File: config.mk
export PLATFORM = sky130hd
export DESIGN_NAME = xmb_ext_bus
export DESIGN_NICKNAME = d
export VERILOG_FILES = /design/src/rtl/xmb_pkg.sv /design/src/rtl/xmb_sync.sv /design/src/rtl/xmb_port_view.sv /design/src/rtl/xmb_ext_bus.sv
export SDC_FILE = /design/constraint.sdc
export NUM_CORES = 1
export LEC_CHECK = 0
export ABC_CLOCK_PERIOD_IN_PS = 2200
export BUFFER_PORTS_ARGS = -buffer_cell sky130_fd_sc_hd__buf_2
export CAP_MARGIN = 15
export CORE_UTILIZATION = 57
export CTS_BUF_LIST = sky130_fd_sc_hd__clkbuf_8
export DETAILED_ROUTE_END_ITERATION = 12
export PLACE_DENSITY_LB_ADDON = 0.08
export SLEW_MARGIN = 20
export SYNTH_ARGS = -nofsm -noshare
export SYNTH_HDL_FRONTEND = slang
export SYNTH_SLANG_ARGS = --single-unit
File: constraint.sdc
create_clock -name CLK_IN -period 2.2 [get_ports CLK_IN]
set_clock_uncertainty 0.1 [all_clocks]
set_input_delay 0.33 -clock CLK_IN [delete_from_list [all_inputs] [get_ports CLK_IN]]
set_output_delay 0.33 -clock CLK_IN [all_outputs]
set_load 0.05 [all_outputs]
File: src/rtl/xmb_pkg.sv
// Shared constants and types for the external memory bus block.
// Assumes a single 50 MHz clock and an AXI4-Lite register master.
`default_nettype none

package xmb_pkg;

    // ------------------------------------------------------------
    // Register indices (byte address is four times the index)
    // ------------------------------------------------------------
    localparam int AXI_AW = 10; // Byte address width
    localparam int PORT_W = 8; // Width of every pin group
    localparam logic [7:0] PORT3_MODE_IDX = 8'hF7;
    localparam logic [7:0] BUS_PORT_MODE_IDX = 8'hF8;
    localparam logic [7:0] PORT0_IDX = 8'h00;
    localparam logic [7:0] PORT1_IDX = 8'h01;
    localparam logic [7:0] BUS_ADDR_IDX = 8'h10;
    localparam logic [7:0] BUS_WDATA_IDX = 8'h11;
    localparam logic [7:0] BUS_CMD_IDX = 8'h12;
    localparam logic [7:0] BUS_STAT_IDX = 8'h13;

    // ------------------------------------------------------------
    // Field positions and reset values
    // ------------------------------------------------------------
    localparam int PM_P0LO_HI = 1; // Low nibble mode, bit 1 = address
    localparam int PM_P0LO_LO = 0;
    localparam int PM_STACK = 2; // 1 = stack in register file
    localparam int PM_BUS_HI = 4; // Bus port mode field
    localparam int PM_BUS_LO = 3;
    localparam int PM_EXT = 5; // Extended timing
    localparam int PM_P0HI_HI = 7; // High nibble mode, bit 7 = address
    localparam int PM_P0HI_LO = 6;
    localparam int P3_DM_HI = 4; // Data space select enable field
    localparam int P3_DM_LO = 3;
    localparam logic [7:0] BUS_PORT_MODE_CONTROL_RST = 8'h4D;
    localparam logic [7:0] P3M_RST = 8'h00;
    localparam logic [15:0] RESET_VECTOR = 16'h000C;
    localparam logic [7:0] BUS_READ_VAL = 8'hFF;

    // Encodings of mode fields
    localparam logic [1:0] IO_OUT = 2'b00;
    localparam logic [1:0] AD_MODE = 2'b10;
    localparam logic [1:0] SHARED_MODE = 2'b11;
    localparam logic [1:0] DM_SEL_A = 2'b10;
    localparam logic [1:0] DM_SEL_B = 2'b01;

    // Command register fields
    localparam logic [1:0] KIND_INT = 2'b00;
    localparam logic [1:0] KIND_RD = 2'b01;
    localparam logic [1:0] KIND_WR = 2'b10;
    localparam logic [1:0] KIND_BAD = 2'b11;
    localparam int CMD_DSP = 2;
    localparam int CMD_STK = 3;

    // AXI responses
    localparam logic [1:0] RESP_OKAY = 2'b00;
    localparam logic [1:0] RESP_SLVERR = 2'b10;

    // ------------------------------------------------------------
    // Timing counts in clock periods
    // ------------------------------------------------------------
    localparam logic [3:0] MC_CLKS = 4'h6;
    localparam logic [3:0] MC_EXT_CLKS = 4'h8;
    localparam logic [3:0] DS_CLKS = 4'h3;
    localparam logic [3:0] DS_EXT_CLKS = 4'h5;

    // Machine cycle timing states
    typedef enum logic [2:0] {
        BUS_IDLE = 3'b000,
        BUS_T1 = 3'b001,
        BUS_T2 = 3'b010,
        BUS_TX = 3'b011,
        BUS_T3 = 3'b100
    } xmb_bus_st_t;

endpackage

`default_nettype wire

File: src/rtl/xmb_sync.sv
// Three-stage input synchroniser for an eight-bit pin group.
// Assumes pins change freely relative to the clock.
`default_nettype none

module xmb_sync
    import xmb_pkg::*;
(
    input wire logic clk_in,
    input wire logic rst_in,
    input wire logic [PORT_W-1:0] d_in,
    output logic [PORT_W-1:0] q_out
);

    // ------------------------------------------------------------
    // State
    // ------------------------------------------------------------
    typedef struct packed {
        logic [PORT_W-1:0] s1; // Metastable stage, read by s2 only
        logic [PORT_W-1:0] s2;
        logic [PORT_W-1:0] s3;
        logic [PORT_W-1:0] q; // Filtered value
    } xmb_sync_t;

    xmb_sync_t r;
    xmb_sync_t n;

    // A bit moves only once stages two and three agree
    always_comb
    begin
        n = r;
        n.s1 = d_in;
        n.s2 = r.s1;
        n.s3 = r.s2;
        n.q = (~(r.s2 ^ r.s3) & r.s3) | ((r.s2 ^ r.s3) & r.q);
    end

    // Register the whole state
    always_ff @(posedge clk_in)
    begin
        if (rst_in)
            r <= '0;
        else
            r <= n;
    end

    assign q_out = r.q;

endmodule // xmb_sync

`default_nettype wire

File: src/rtl/xmb_port_view.sv
// Software view of the two address-capable ports.
// Assumes mode_in is the bus port mode register; purely combinational.
`default_nettype none

module xmb_port_view
    import xmb_pkg::*;
(
    input wire logic [7:0] mode_in,
    input wire logic [PORT_W-1:0] p0_pins_in,
    input wire logic [PORT_W-1:0] p1_pins_in,
    output logic [PORT_W-1:0] p0_rd_out,
    output logic [PORT_W-1:0] p0_wmask_out,
    output logic [PORT_W-1:0] p1_rd_out,
    output logic p1_wen_out
);

    // ------------------------------------------------------------
    // Nibbles taken for address read as ones and ignore writes
    // ------------------------------------------------------------
    logic [PORT_W-1:0] p0_taken;
    logic p1_taken;

    assign p0_taken = {{4{mode_in[PM_P0HI_HI]}}, {4{mode_in[PM_P0LO_HI]}}};
    assign p0_rd_out = p0_pins_in | p0_taken;
    assign p0_wmask_out = ~p0_taken;
    // Bus modes 10 and 11 both own the low port
    assign p1_taken = mode_in[PM_BUS_HI];
    assign p1_rd_out = p1_taken ? BUS_READ_VAL : p1_pins_in;
    assign p1_wen_out = ~p1_taken;

endmodule // xmb_port_view

`default_nettype wire

File: src/rtl/xmb_ext_bus.sv
// External memory bus engine with its mode registers on AXI4-Lite.
// Assumes one 50 MHz clock, a synchronous active-high reset, and
// that pin wires are resolved outside from the output enables.
`default_nettype none

// Operation
// - Address strobe pulses low each machine cycle
// - Strobes, read/write and ports can float
// - Write data valid at data strobe fall
// - Read/write low only for external writes
// - First fetch after reset at location 000C
// - Low port multiplexes address and data
// - Second port extends address to 12/16 bits
// - Mode bits 4:3 = 10 selects bus
// - Bits 1 and 7 select address nibbles
// - Bus port reads FF, ignores writes
// - Full address port leaves no register
// - Half address port reads data over F
// - Bit 2 picks stack location
// - Select output enabled by port3 modes 10/01
// - Select low for data and external stack
// - Machine cycle six or eight clocks
// - Select splits program and data spaces
// - Float bus, then sample before strobe rise
// - Extended timing adds two strobe clocks
// - Reset gives inputs, internal stack, extended; reset value 4D here leaves bit 5 clear, normal timing
// - Mode 11 floats bus for another master
module xmb_ext_bus
    import xmb_pkg::*;
(
    input wire logic CLK_IN,
    input wire logic SYS_RST_IN,
    input wire logic [AXI_AW-1:0] AXI_AWADDR_IN,
    input wire logic AXI_AWVALID_IN,
    output logic AXI_AWREADY_OUT,
    input wire logic [31:0] AXI_WDATA_IN,
    input wire logic [3:0] AXI_WSTRB_IN,
    input wire logic AXI_WVALID_IN,
    output logic AXI_WREADY_OUT,
    output logic [1:0] AXI_BRESP_OUT,
    output logic AXI_BVALID_OUT,
    input wire logic AXI_BREADY_IN,
    input wire logic [AXI_AW-1:0] AXI_ARADDR_IN,
    input wire logic AXI_ARVALID_IN,
    output logic AXI_ARREADY_OUT,
    output logic [31:0] AXI_RDATA_OUT,
    output logic [1:0] AXI_RRESP_OUT,
    output logic AXI_RVALID_OUT,
    input wire logic AXI_RREADY_IN,
    output logic ADDR_STROBE_N_OUT,
    output logic ADDR_STROBE_OE_OUT,
    output logic XFER_STROBE_N_OUT,
    output logic XFER_STROBE_OE_OUT,
    output logic READ_WRITE_N_OUT,
    output logic READ_WRITE_OE_OUT,
    input wire logic [PORT_W-1:0] MUX_ADDR_DATA_BUS_IN,
    output logic [PORT_W-1:0] MUX_ADDR_DATA_BUS_OUT,
    output logic MUX_ADDR_DATA_BUS_OE_OUT,
    input wire logic [PORT_W-1:0] ADDR_PORT_IN,
    output logic [PORT_W-1:0] ADDR_PORT_OUT,
    output logic [PORT_W-1:0] ADDR_PORT_OE_OUT,
    output logic DATA_SPACE_SEL_N_OUT,
    output logic DATA_SPACE_SEL_OE_OUT
);

    // ------------------------------------------------------------
    // State
    // ------------------------------------------------------------
    typedef struct packed {
        logic awrdy; // AXI channel readies
        logic wrdy;
        logic arrdy;
        logic aw_h; // Write address held
        logic w_h; // Write data held
        logic [7:0] aw_i;
        logic [15:0] wd;
        logic [1:0] ws;
        logic bv;
        logic [1:0] br;
        logic rv;
        logic [1:0] rr;
        logic [15:0] rd;
        logic [7:0] bus_port_mode_control; // Bus port mode
        logic [7:0] p3m; // Port 3 mode
        logic [7:0] p0d; // Port 0 output data
        logic [7:0] p1d; // Port 1 output data
        logic [15:0] addr; // Address of next cycle
        logic [7:0] wdat; // Write data
        logic [7:0] rdat; // Last data read
        logic boot; // Reset fetch pending
        logic [1:0] kind; // Cycle kind
        logic dsp; // Data space access
        logic stk; // Stack access
        logic ext; // Cycle uses extended timing
        xmb_bus_st_t bs;
        logic ph; // Clock within state
        logic as_n;
        logic ds_n;
        logic rw;
        logic ctl_oe;
        logic dm_n;
        logic dm_oe;
        logic [7:0] ad_o;
        logic ad_oe;
        logic [7:0] p0_o;
        logic [7:0] p0_oe;
        logic [3:0] ds_cnt; // Clocks with data strobe low
        logic [3:0] cyc_cnt; // Clocks of the current cycle
    } xmb_top_st_t;

    xmb_top_st_t r;
    xmb_top_st_t n;

    logic [PORT_W-1:0] ad_sync; // Synchronised bus pins
    logic [PORT_W-1:0] p0_sync; // Synchronised port 0 pins
    logic [PORT_W-1:0] p0_rd;
    logic [PORT_W-1:0] p0_wmask;
    logic [PORT_W-1:0] p1_rd;
    logic p1_wen;
    logic busy_n; // Next state is inside a cycle
    logic ext_ref; // Next cycle goes to external memory
    logic shared; // Bus handed to another master
    logic ad_mode; // Low port is the address/data bus
    logic [1:0] resp;

    // ------------------------------------------------------------
    // Pin synchronisers and port views
    // ------------------------------------------------------------
    xmb_sync u_ad_sync (
        .clk_in(CLK_IN),
        .rst_in(SYS_RST_IN),
        .d_in(MUX_ADDR_DATA_BUS_IN),
        .q_out(ad_sync)
    );

    xmb_sync u_p0_sync (
        .clk_in(CLK_IN),
        .rst_in(SYS_RST_IN),
        .d_in(ADDR_PORT_IN),
        .q_out(p0_sync)
    );

    xmb_port_view u_view (
        .mode_in(r.bus_port_mode_control),
        .p0_pins_in(p0_sync),
        .p1_pins_in(ad_sync),
        .p0_rd_out(p0_rd),
        .p0_wmask_out(p0_wmask),
        .p1_rd_out(p1_rd),
        .p1_wen_out(p1_wen)
    );

    // ------------------------------------------------------------
    // Next state
    // ------------------------------------------------------------
    always_comb
    begin
        n = r;
        resp = RESP_OKAY;
        // Capture write address and data in either order
        if (AXI_AWVALID_IN && r.awrdy)
        begin
            n.aw_h = 1'b1;
            n.aw_i = AXI_AWADDR_IN[9:2];
        end
        if (AXI_WVALID_IN && r.wrdy)
        begin
            n.w_h = 1'b1;
            n.wd = AXI_WDATA_IN[15:0];
            n.ws = AXI_WSTRB_IN[1:0];
        end
        if (AXI_BREADY_IN && r.bv)
            n.bv = 1'b0;
        if (AXI_RREADY_IN && r.rv)
            n.rv = 1'b0;

        // Machine cycle sequencer, two clocks per timing state
        if (r.boot)
        begin
            n.boot = 1'b0;
            n.bs = BUS_T1;
            n.ph = 1'b0;
            n.kind = KIND_INT;
            n.dsp = 1'b0;
            n.stk = 1'b0;
            n.ext = 1'b0;
        end
        else if (r.bs != BUS_IDLE)
        begin
            n.ph = ~r.ph;
            if (r.ph)
            begin
                case (r.bs)
                    BUS_T1: n.bs = BUS_T2;
                    // Extra state only for external cycles
                    BUS_T2: n.bs = r.ext ? BUS_TX : BUS_T3;
                    BUS_TX: n.bs = BUS_T3;
                    BUS_T3:
                    begin
                        n.bs = BUS_IDLE;
                        // Sampled while the strobe is still low
                        if (r.kind == KIND_RD)
                            n.rdat = ad_sync;
                    end
                    default: n.bs = BUS_IDLE;
                endcase
            end
        end

        // Register writes, one at a time
        if (r.aw_h && r.w_h && !r.bv)
        begin
            n.aw_h = 1'b0;
            n.w_h = 1'b0;
            n.bv = 1'b1;
            case (r.aw_i)
                BUS_PORT_MODE_IDX:
                    if (r.ws[0])
                        n.bus_port_mode_control = r.wd[7:0];
                PORT3_MODE_IDX:
                    if (r.ws[0])
                        n.p3m = r.wd[7:0];
                PORT0_IDX:
                    if (r.ws[0])
                        n.p0d = (r.p0d & ~p0_wmask)
                            | (r.wd[7:0] & p0_wmask);
                PORT1_IDX:
                    if (r.ws[0] && p1_wen)
                        n.p1d = r.wd[7:0];
                BUS_ADDR_IDX:
                begin
                    if (r.ws[0])
                        n.addr[7:0] = r.wd[7:0];
                    if (r.ws[1])
                        n.addr[15:8] = r.wd[15:8];
                end
                BUS_WDATA_IDX:
                    if (r.ws[0])
                        n.wdat = r.wd[7:0];
                BUS_CMD_IDX:
                    // A command during a cycle is refused, not queued
                    if (r.bs != BUS_IDLE || r.boot || r.wd[1:0] == KIND_BAD)
                        resp = RESP_SLVERR;
                    else if (r.ws[0])
                    begin
                        n.kind = r.wd[1:0];
                        n.dsp = r.wd[CMD_DSP];
                        n.stk = r.wd[CMD_STK];
                        n.ext = r.bus_port_mode_control[PM_EXT] && r.wd[1:0] != KIND_INT;
                        n.bs = BUS_T1;
                        n.ph = 1'b0;
                    end
                default: resp = RESP_SLVERR;
            endcase
            n.br = resp;
        end
        n.awrdy = ~n.aw_h;
        n.wrdy = ~n.w_h;

        // Register reads; mode registers are write only
        if (AXI_ARVALID_IN && r.arrdy)
        begin
            n.rv = 1'b1;
            n.rr = RESP_OKAY;
            n.rd = 16'h0000;
            case (AXI_ARADDR_IN[9:2])
                PORT0_IDX: n.rd[7:0] = p0_rd;
                PORT1_IDX: n.rd[7:0] = p1_rd;
                BUS_ADDR_IDX: n.rd = r.addr;
                BUS_WDATA_IDX: n.rd[7:0] = r.wdat;
                BUS_STAT_IDX: n.rd = {r.rdat, 7'h00, r.bs != BUS_IDLE};
                BUS_PORT_MODE_IDX: n.rd = 16'h0000;
                PORT3_MODE_IDX: n.rd = 16'h0000;
                default: n.rr = RESP_SLVERR;
            endcase
        end
        n.arrdy = ~n.rv;

        // Pins follow the next state so they leave flip-flops
        busy_n = n.bs != BUS_IDLE;
        ext_ref = n.kind != KIND_INT;
        shared = n.bus_port_mode_control[PM_BUS_HI:PM_BUS_LO] == SHARED_MODE;
        ad_mode = n.bus_port_mode_control[PM_BUS_HI:PM_BUS_LO] == AD_MODE;
        n.ctl_oe = ~shared;
        n.as_n = ~(n.bs == BUS_T1 && !n.ph);
        // Strobe low from mid T2 to end of T3, external only
        n.ds_n = ~(busy_n && ext_ref && ((n.bs == BUS_T2 && n.ph)
            || n.bs == BUS_TX || n.bs == BUS_T3));
        n.rw = ~(busy_n && n.kind == KIND_WR);
        n.dm_oe = n.p3m[P3_DM_HI:P3_DM_LO] == DM_SEL_A
            || n.p3m[P3_DM_HI:P3_DM_LO] == DM_SEL_B;
        n.dm_n = ~(busy_n && ext_ref && (n.dsp
            || (n.stk && !n.bus_port_mode_control[PM_STACK])));
        // Low port in bus mode 10: address in T1, write data after, else float
        n.ad_o = n.addr[7:0];
        n.ad_oe = 1'b0;
        if (ad_mode)
        begin
            if (busy_n && n.bs == BUS_T1)
                n.ad_oe = 1'b1;
            else if (busy_n && n.kind == KIND_WR)
            begin
                n.ad_oe = 1'b1;
                n.ad_o = n.wdat;
            end
        end
        else if (n.bus_port_mode_control[PM_BUS_HI:PM_BUS_LO] == IO_OUT)
        begin
            n.ad_oe = 1'b1;
            n.ad_o = n.p1d;
        end
        // Port 0 address nibbles hold the high address all cycle long; nibbles in mode 00 drive the port 0 output data
        n.p0_o = n.p0d;
        n.p0_oe = 8'h00;
        if (n.bus_port_mode_control[PM_P0LO_HI])
        begin
            n.p0_o[3:0] = n.addr[11:8];
            n.p0_oe[3:0] = {4{~shared}};
        end
        else if (n.bus_port_mode_control[PM_P0LO_HI:PM_P0LO_LO] == IO_OUT)
            n.p0_oe[3:0] = 4'hF;
        if (n.bus_port_mode_control[PM_P0HI_HI])
        begin
            n.p0_o[7:4] = n.addr[15:12];
            n.p0_oe[7:4] = {4{~shared}};
        end
        else if (n.bus_port_mode_control[PM_P0HI_HI:PM_P0HI_LO] == IO_OUT)
            n.p0_oe[7:4] = 4'hF;

        // Checking counters
        n.ds_cnt = n.ds_n ? 4'h0 : r.ds_cnt + 4'h1;
        n.cyc_cnt = (r.bs == BUS_IDLE) ? 4'h0 : r.cyc_cnt + 4'h1;
    end

    // ------------------------------------------------------------
    // State register
    // ------------------------------------------------------------
    always_ff @(posedge CLK_IN)
    begin
        if (SYS_RST_IN)
        begin
            r <= '0;
            r.awrdy <= 1'b1;
            r.wrdy <= 1'b1;
            r.arrdy <= 1'b1;
            r.bus_port_mode_control <= BUS_PORT_MODE_CONTROL_RST;
            r.p3m <= P3M_RST;
            r.addr <= RESET_VECTOR;
            r.boot <= 1'b1;
            r.as_n <= 1'b1;
            r.ds_n <= 1'b1;
            r.rw <= 1'b1;
            r.ctl_oe <= 1'b1;
            r.dm_n <= 1'b1;
        end
        else
            r <= n;
    end

    assign AXI_AWREADY_OUT = r.awrdy;
    assign AXI_WREADY_OUT = r.wrdy;
    assign AXI_BRESP_OUT = r.br;
    assign AXI_BVALID_OUT = r.bv;
    assign AXI_ARREADY_OUT = r.arrdy;
    assign AXI_RDATA_OUT = {16'h0000, r.rd};
    assign AXI_RRESP_OUT = r.rr;
    assign AXI_RVALID_OUT = r.rv;
    assign ADDR_STROBE_N_OUT = r.as_n;
    assign ADDR_STROBE_OE_OUT = r.ctl_oe;
    assign XFER_STROBE_N_OUT = r.ds_n;
    assign XFER_STROBE_OE_OUT = r.ctl_oe;
    assign READ_WRITE_N_OUT = r.rw;
    assign READ_WRITE_OE_OUT = r.ctl_oe;
    assign MUX_ADDR_DATA_BUS_OUT = r.ad_o;
    assign MUX_ADDR_DATA_BUS_OE_OUT = r.ad_oe;
    assign ADDR_PORT_OUT = r.p0_o;
    assign ADDR_PORT_OE_OUT = r.p0_oe;
    assign DATA_SPACE_SEL_N_OUT = r.dm_n;
    assign DATA_SPACE_SEL_OE_OUT = r.dm_oe;
endmodule // xmb_ext_bus

`default_nettype wire

==> out/metrics.cfg <==
[critical_path]
r2r_setup_slack_ns=0.03
worstPathRequired_ns=2.45
worst_path_most_repeated_cell=buf_4
cp_top_family=simple AND/OR/NAND/NOR gates
r2r_cells=7
setup.worst_path.class=reg -> reg
path_buf_inv=2
path_cells=buf_4 -> nor3b_1 -> and4b_4 -> mux2i_4 -> a2bb2oi_2 -> buf_4 -> o221ai_1
critPathMaxStageDelay_ns=0.42
slowest_stage=and4b_4
crit_cells=7
crit_path_end_kind=flip-flop
start_kind=flip-flop
critPathArrivalTime_ns=2.41
critPathMaxFanout=8

[floorplanning]
initial_core_util=0.589
die_y_um=122
placementRows=43
io_pins=153
fp.dieW_um=122
core-area_mm2=0.0140
die-area_mm2=0.0149

[route]
wire_per_inst_um=15.8
drt_iter0_drc=406
drt-total-wl_um=19100
first_pass_iters=5
routed_via_density=5.36
antenna_left=0
num_vias=6466
route.detailed.drc=0

[final_layout]
syn_to_final_growth_pct=19.4
nets=1084
regArea_mm2=0.00417
layout-drive-gt1-share=0.218
multiInputGateArea_mm2=0.00347
antennaDiodeCount=0
nFillCells=1096

[global_route]
antenna_found_initial=0
grt_pass1_vias=6029
grt_max_degree=58
gr-usage-all-layers=0.258
overflow=0
grt_pass1_wl_um=30100

[sta]
hold_viol_final=0
tightest_slew_ns=0.766
fin_setup_tns_ns=0
period_share=0.986
drv_slew=0
slew_headroom=0.488
setup_viol=0
period_minus_slack_ns=2.17
grt_setup_unrepaired=yes
fmax_ghz=0.461

[synth]
yosys.area.top_type_share=0.505
synthesis.area_mm2=0.00824
synth_area_leaders=dfxtp_1 (51%), mux2i_1 (6.8%), buf_4 (5.7%)
synth_seq_cells=208
syn_avg_cell_area_um2=9.40
synth_compound_area_frac=0.124
synth-xor-area-share=0.00319
async_reset_ff_frac=0
synth_top_family_by_area=simple AND/OR/NAND/NOR gates
muxShareOfSynthArea=0.0738
yosysMostFrequentCell=dfxtp_1
yosysUniqueCellTypes=64
synth.largest_area_cell=dfxtp_1
yosys_warnings=0
synth_fa_ha_area_frac=0
synth.top_cells.by_count=dfxtp_1 (208), nand2_1 (88), nor2_1 (78)
ys_seq_area_frac=0.505
synthFlopType=dfxtp_1
synth_edf_count=0
synth-simple-area-share=0.208
synthCells=877

[cts]
cts_buffer_depth=3
clk_pin_slew_ns=0.06
tritoncts=built
cts-root-buf=clkbuf_8
worstSkewPairLatency_ns=0.50
htreeDepth=2
cts_buffers=35
cts_sinks=208

[worst_hold_path]
hp-class=in -> reg
hold_depth=3

[power_and_ir_drop]
power_mw=8.01
p_per_area_mw_per_mm2=814
p_leak_nw=4.18
ir_drop_uv=600

[run]
drv_cap=0

[placement]
portBuffers=112
gp_congestion=0.857
hpwl_um=13200

[status]
status=finished, final reports clean

==> worst paths after layout <==
| kind | end | startpoint |
|---|---|---|
| min reg2reg | u_p0_sync.n[9] | u_p0_sync.n[17] |
| max reg2reg | MUX_ADDR_DATA_BUS_OUT[0] | r[155] |
| max | MUX_ADDR_DATA_BUS_OUT[0] | r[155] |
| min | r[145] | AXI_WDATA_IN[8] |
==> metal layers <==
metal / GRT usage / vias up / part of all wire
met1: 0.346 / 3050 / 0.47
met4: 0.0922 / 0 / 0.021
met3: 0.0381 / 32 / 0.048
li1: - / 3201 / -
met2: 0.423 / 183 / 0.47
met5: 0 / - / 0
==> worst min-delay path, stage by stage <==
cell	delay, ns
buf_2	0.10
nand2_1	0.07
a21oi_1	0.06
==> stage by stage <==
| step | hold WS, ns | util | std cells | instance area (µm²) | setup WS [ns] |
|---|---|---|---|---|---|
| after floorplan | 0.258 | - | 894 | 8310 | 0.0758 |
| after global placement | 0.317 | 0.623 | 1111 | 8720 | 0.107 |
| after detailed placement | 0.323 | 0.623 | 1111 | 8720 | 0.0517 |
| after CTS | 0.00223 | 0.700 | 1206 | 9790 | 0.0227 |
| after global routing | 0.0157 | 0.703 | 1207 | 9840 | -0.0134 |
| final | 0.0190 | 0.703 | 1207 | 9840 | 0.0314 |
==> where the power goes <==
part	leakage [nW]	switching, mW	internal [mW]
Combinational	2.08	0.423	0.235
Sequential	1.69	0.0758	3.87
Clock	0.405	1.44	1.98
==> registers in the layout, summed over array words and instances (netlist names), 2 cells and up, named ones only <==
| register | cells |
|---|---|
| ADDR_PORT_OE_OUT | 2 |
| ADDR_PORT_OUT | 8 |
| AXI_RDATA_OUT | 16 |
| MUX_ADDR_DATA_BUS_OUT | 8 |
| r | 96 |
| u_ad_sync.n | 16 |
| u_ad_sync.r | 8 |
| u_p0_sync.n | 16 |
| u_p0_sync.r | 8 |
==> repair_timing <==
item	CTS	global route
endpoints found under the setup margin	0	10
resized for setup	0	10
buffers inserted	0	1
endpoints found under the hold margin	36	0
hold buffers	36	0
==> logic make-up after synthesis <==
| group | after synthesis |
|---|---|
| flops | 208 |
| compound gates | 159 |
| mux | 60 |
| simple gates | 323 |
| xor+xnor | 3 |
| other cells | 1 |
| buf+inv | 123 |
==> cell type report <==
class / instances / area share
Multi-Input combinational cell: 563 / 0.353
Timing Repair Buffer: 184 / 0.124
Clock inverter: 13 / 0.00801
Tap cell: 180 / 0.0229
Clock buffer: 46 / 0.0644
Sequential cell: 208 / 0.423
Inverter: 13 / 0.00496
==> placed cells by master (no fill, tap or decap), types with 21 or more instances in the layout <==
cell	Yosys	layout
clkbuf_8	0	46
nor2b_1	62	62
nor2_1	78	77
mux2i_1	56	54
inv_1	12	21
o21ai_0	34	34
buf_2	4	111
buf_4	63	35
a21oi_1	57	57
dfxtp_1	208	207
dlygate4sd3_1	0	36
nand2_1	88	87
Power figures use the tool's default switching activity.
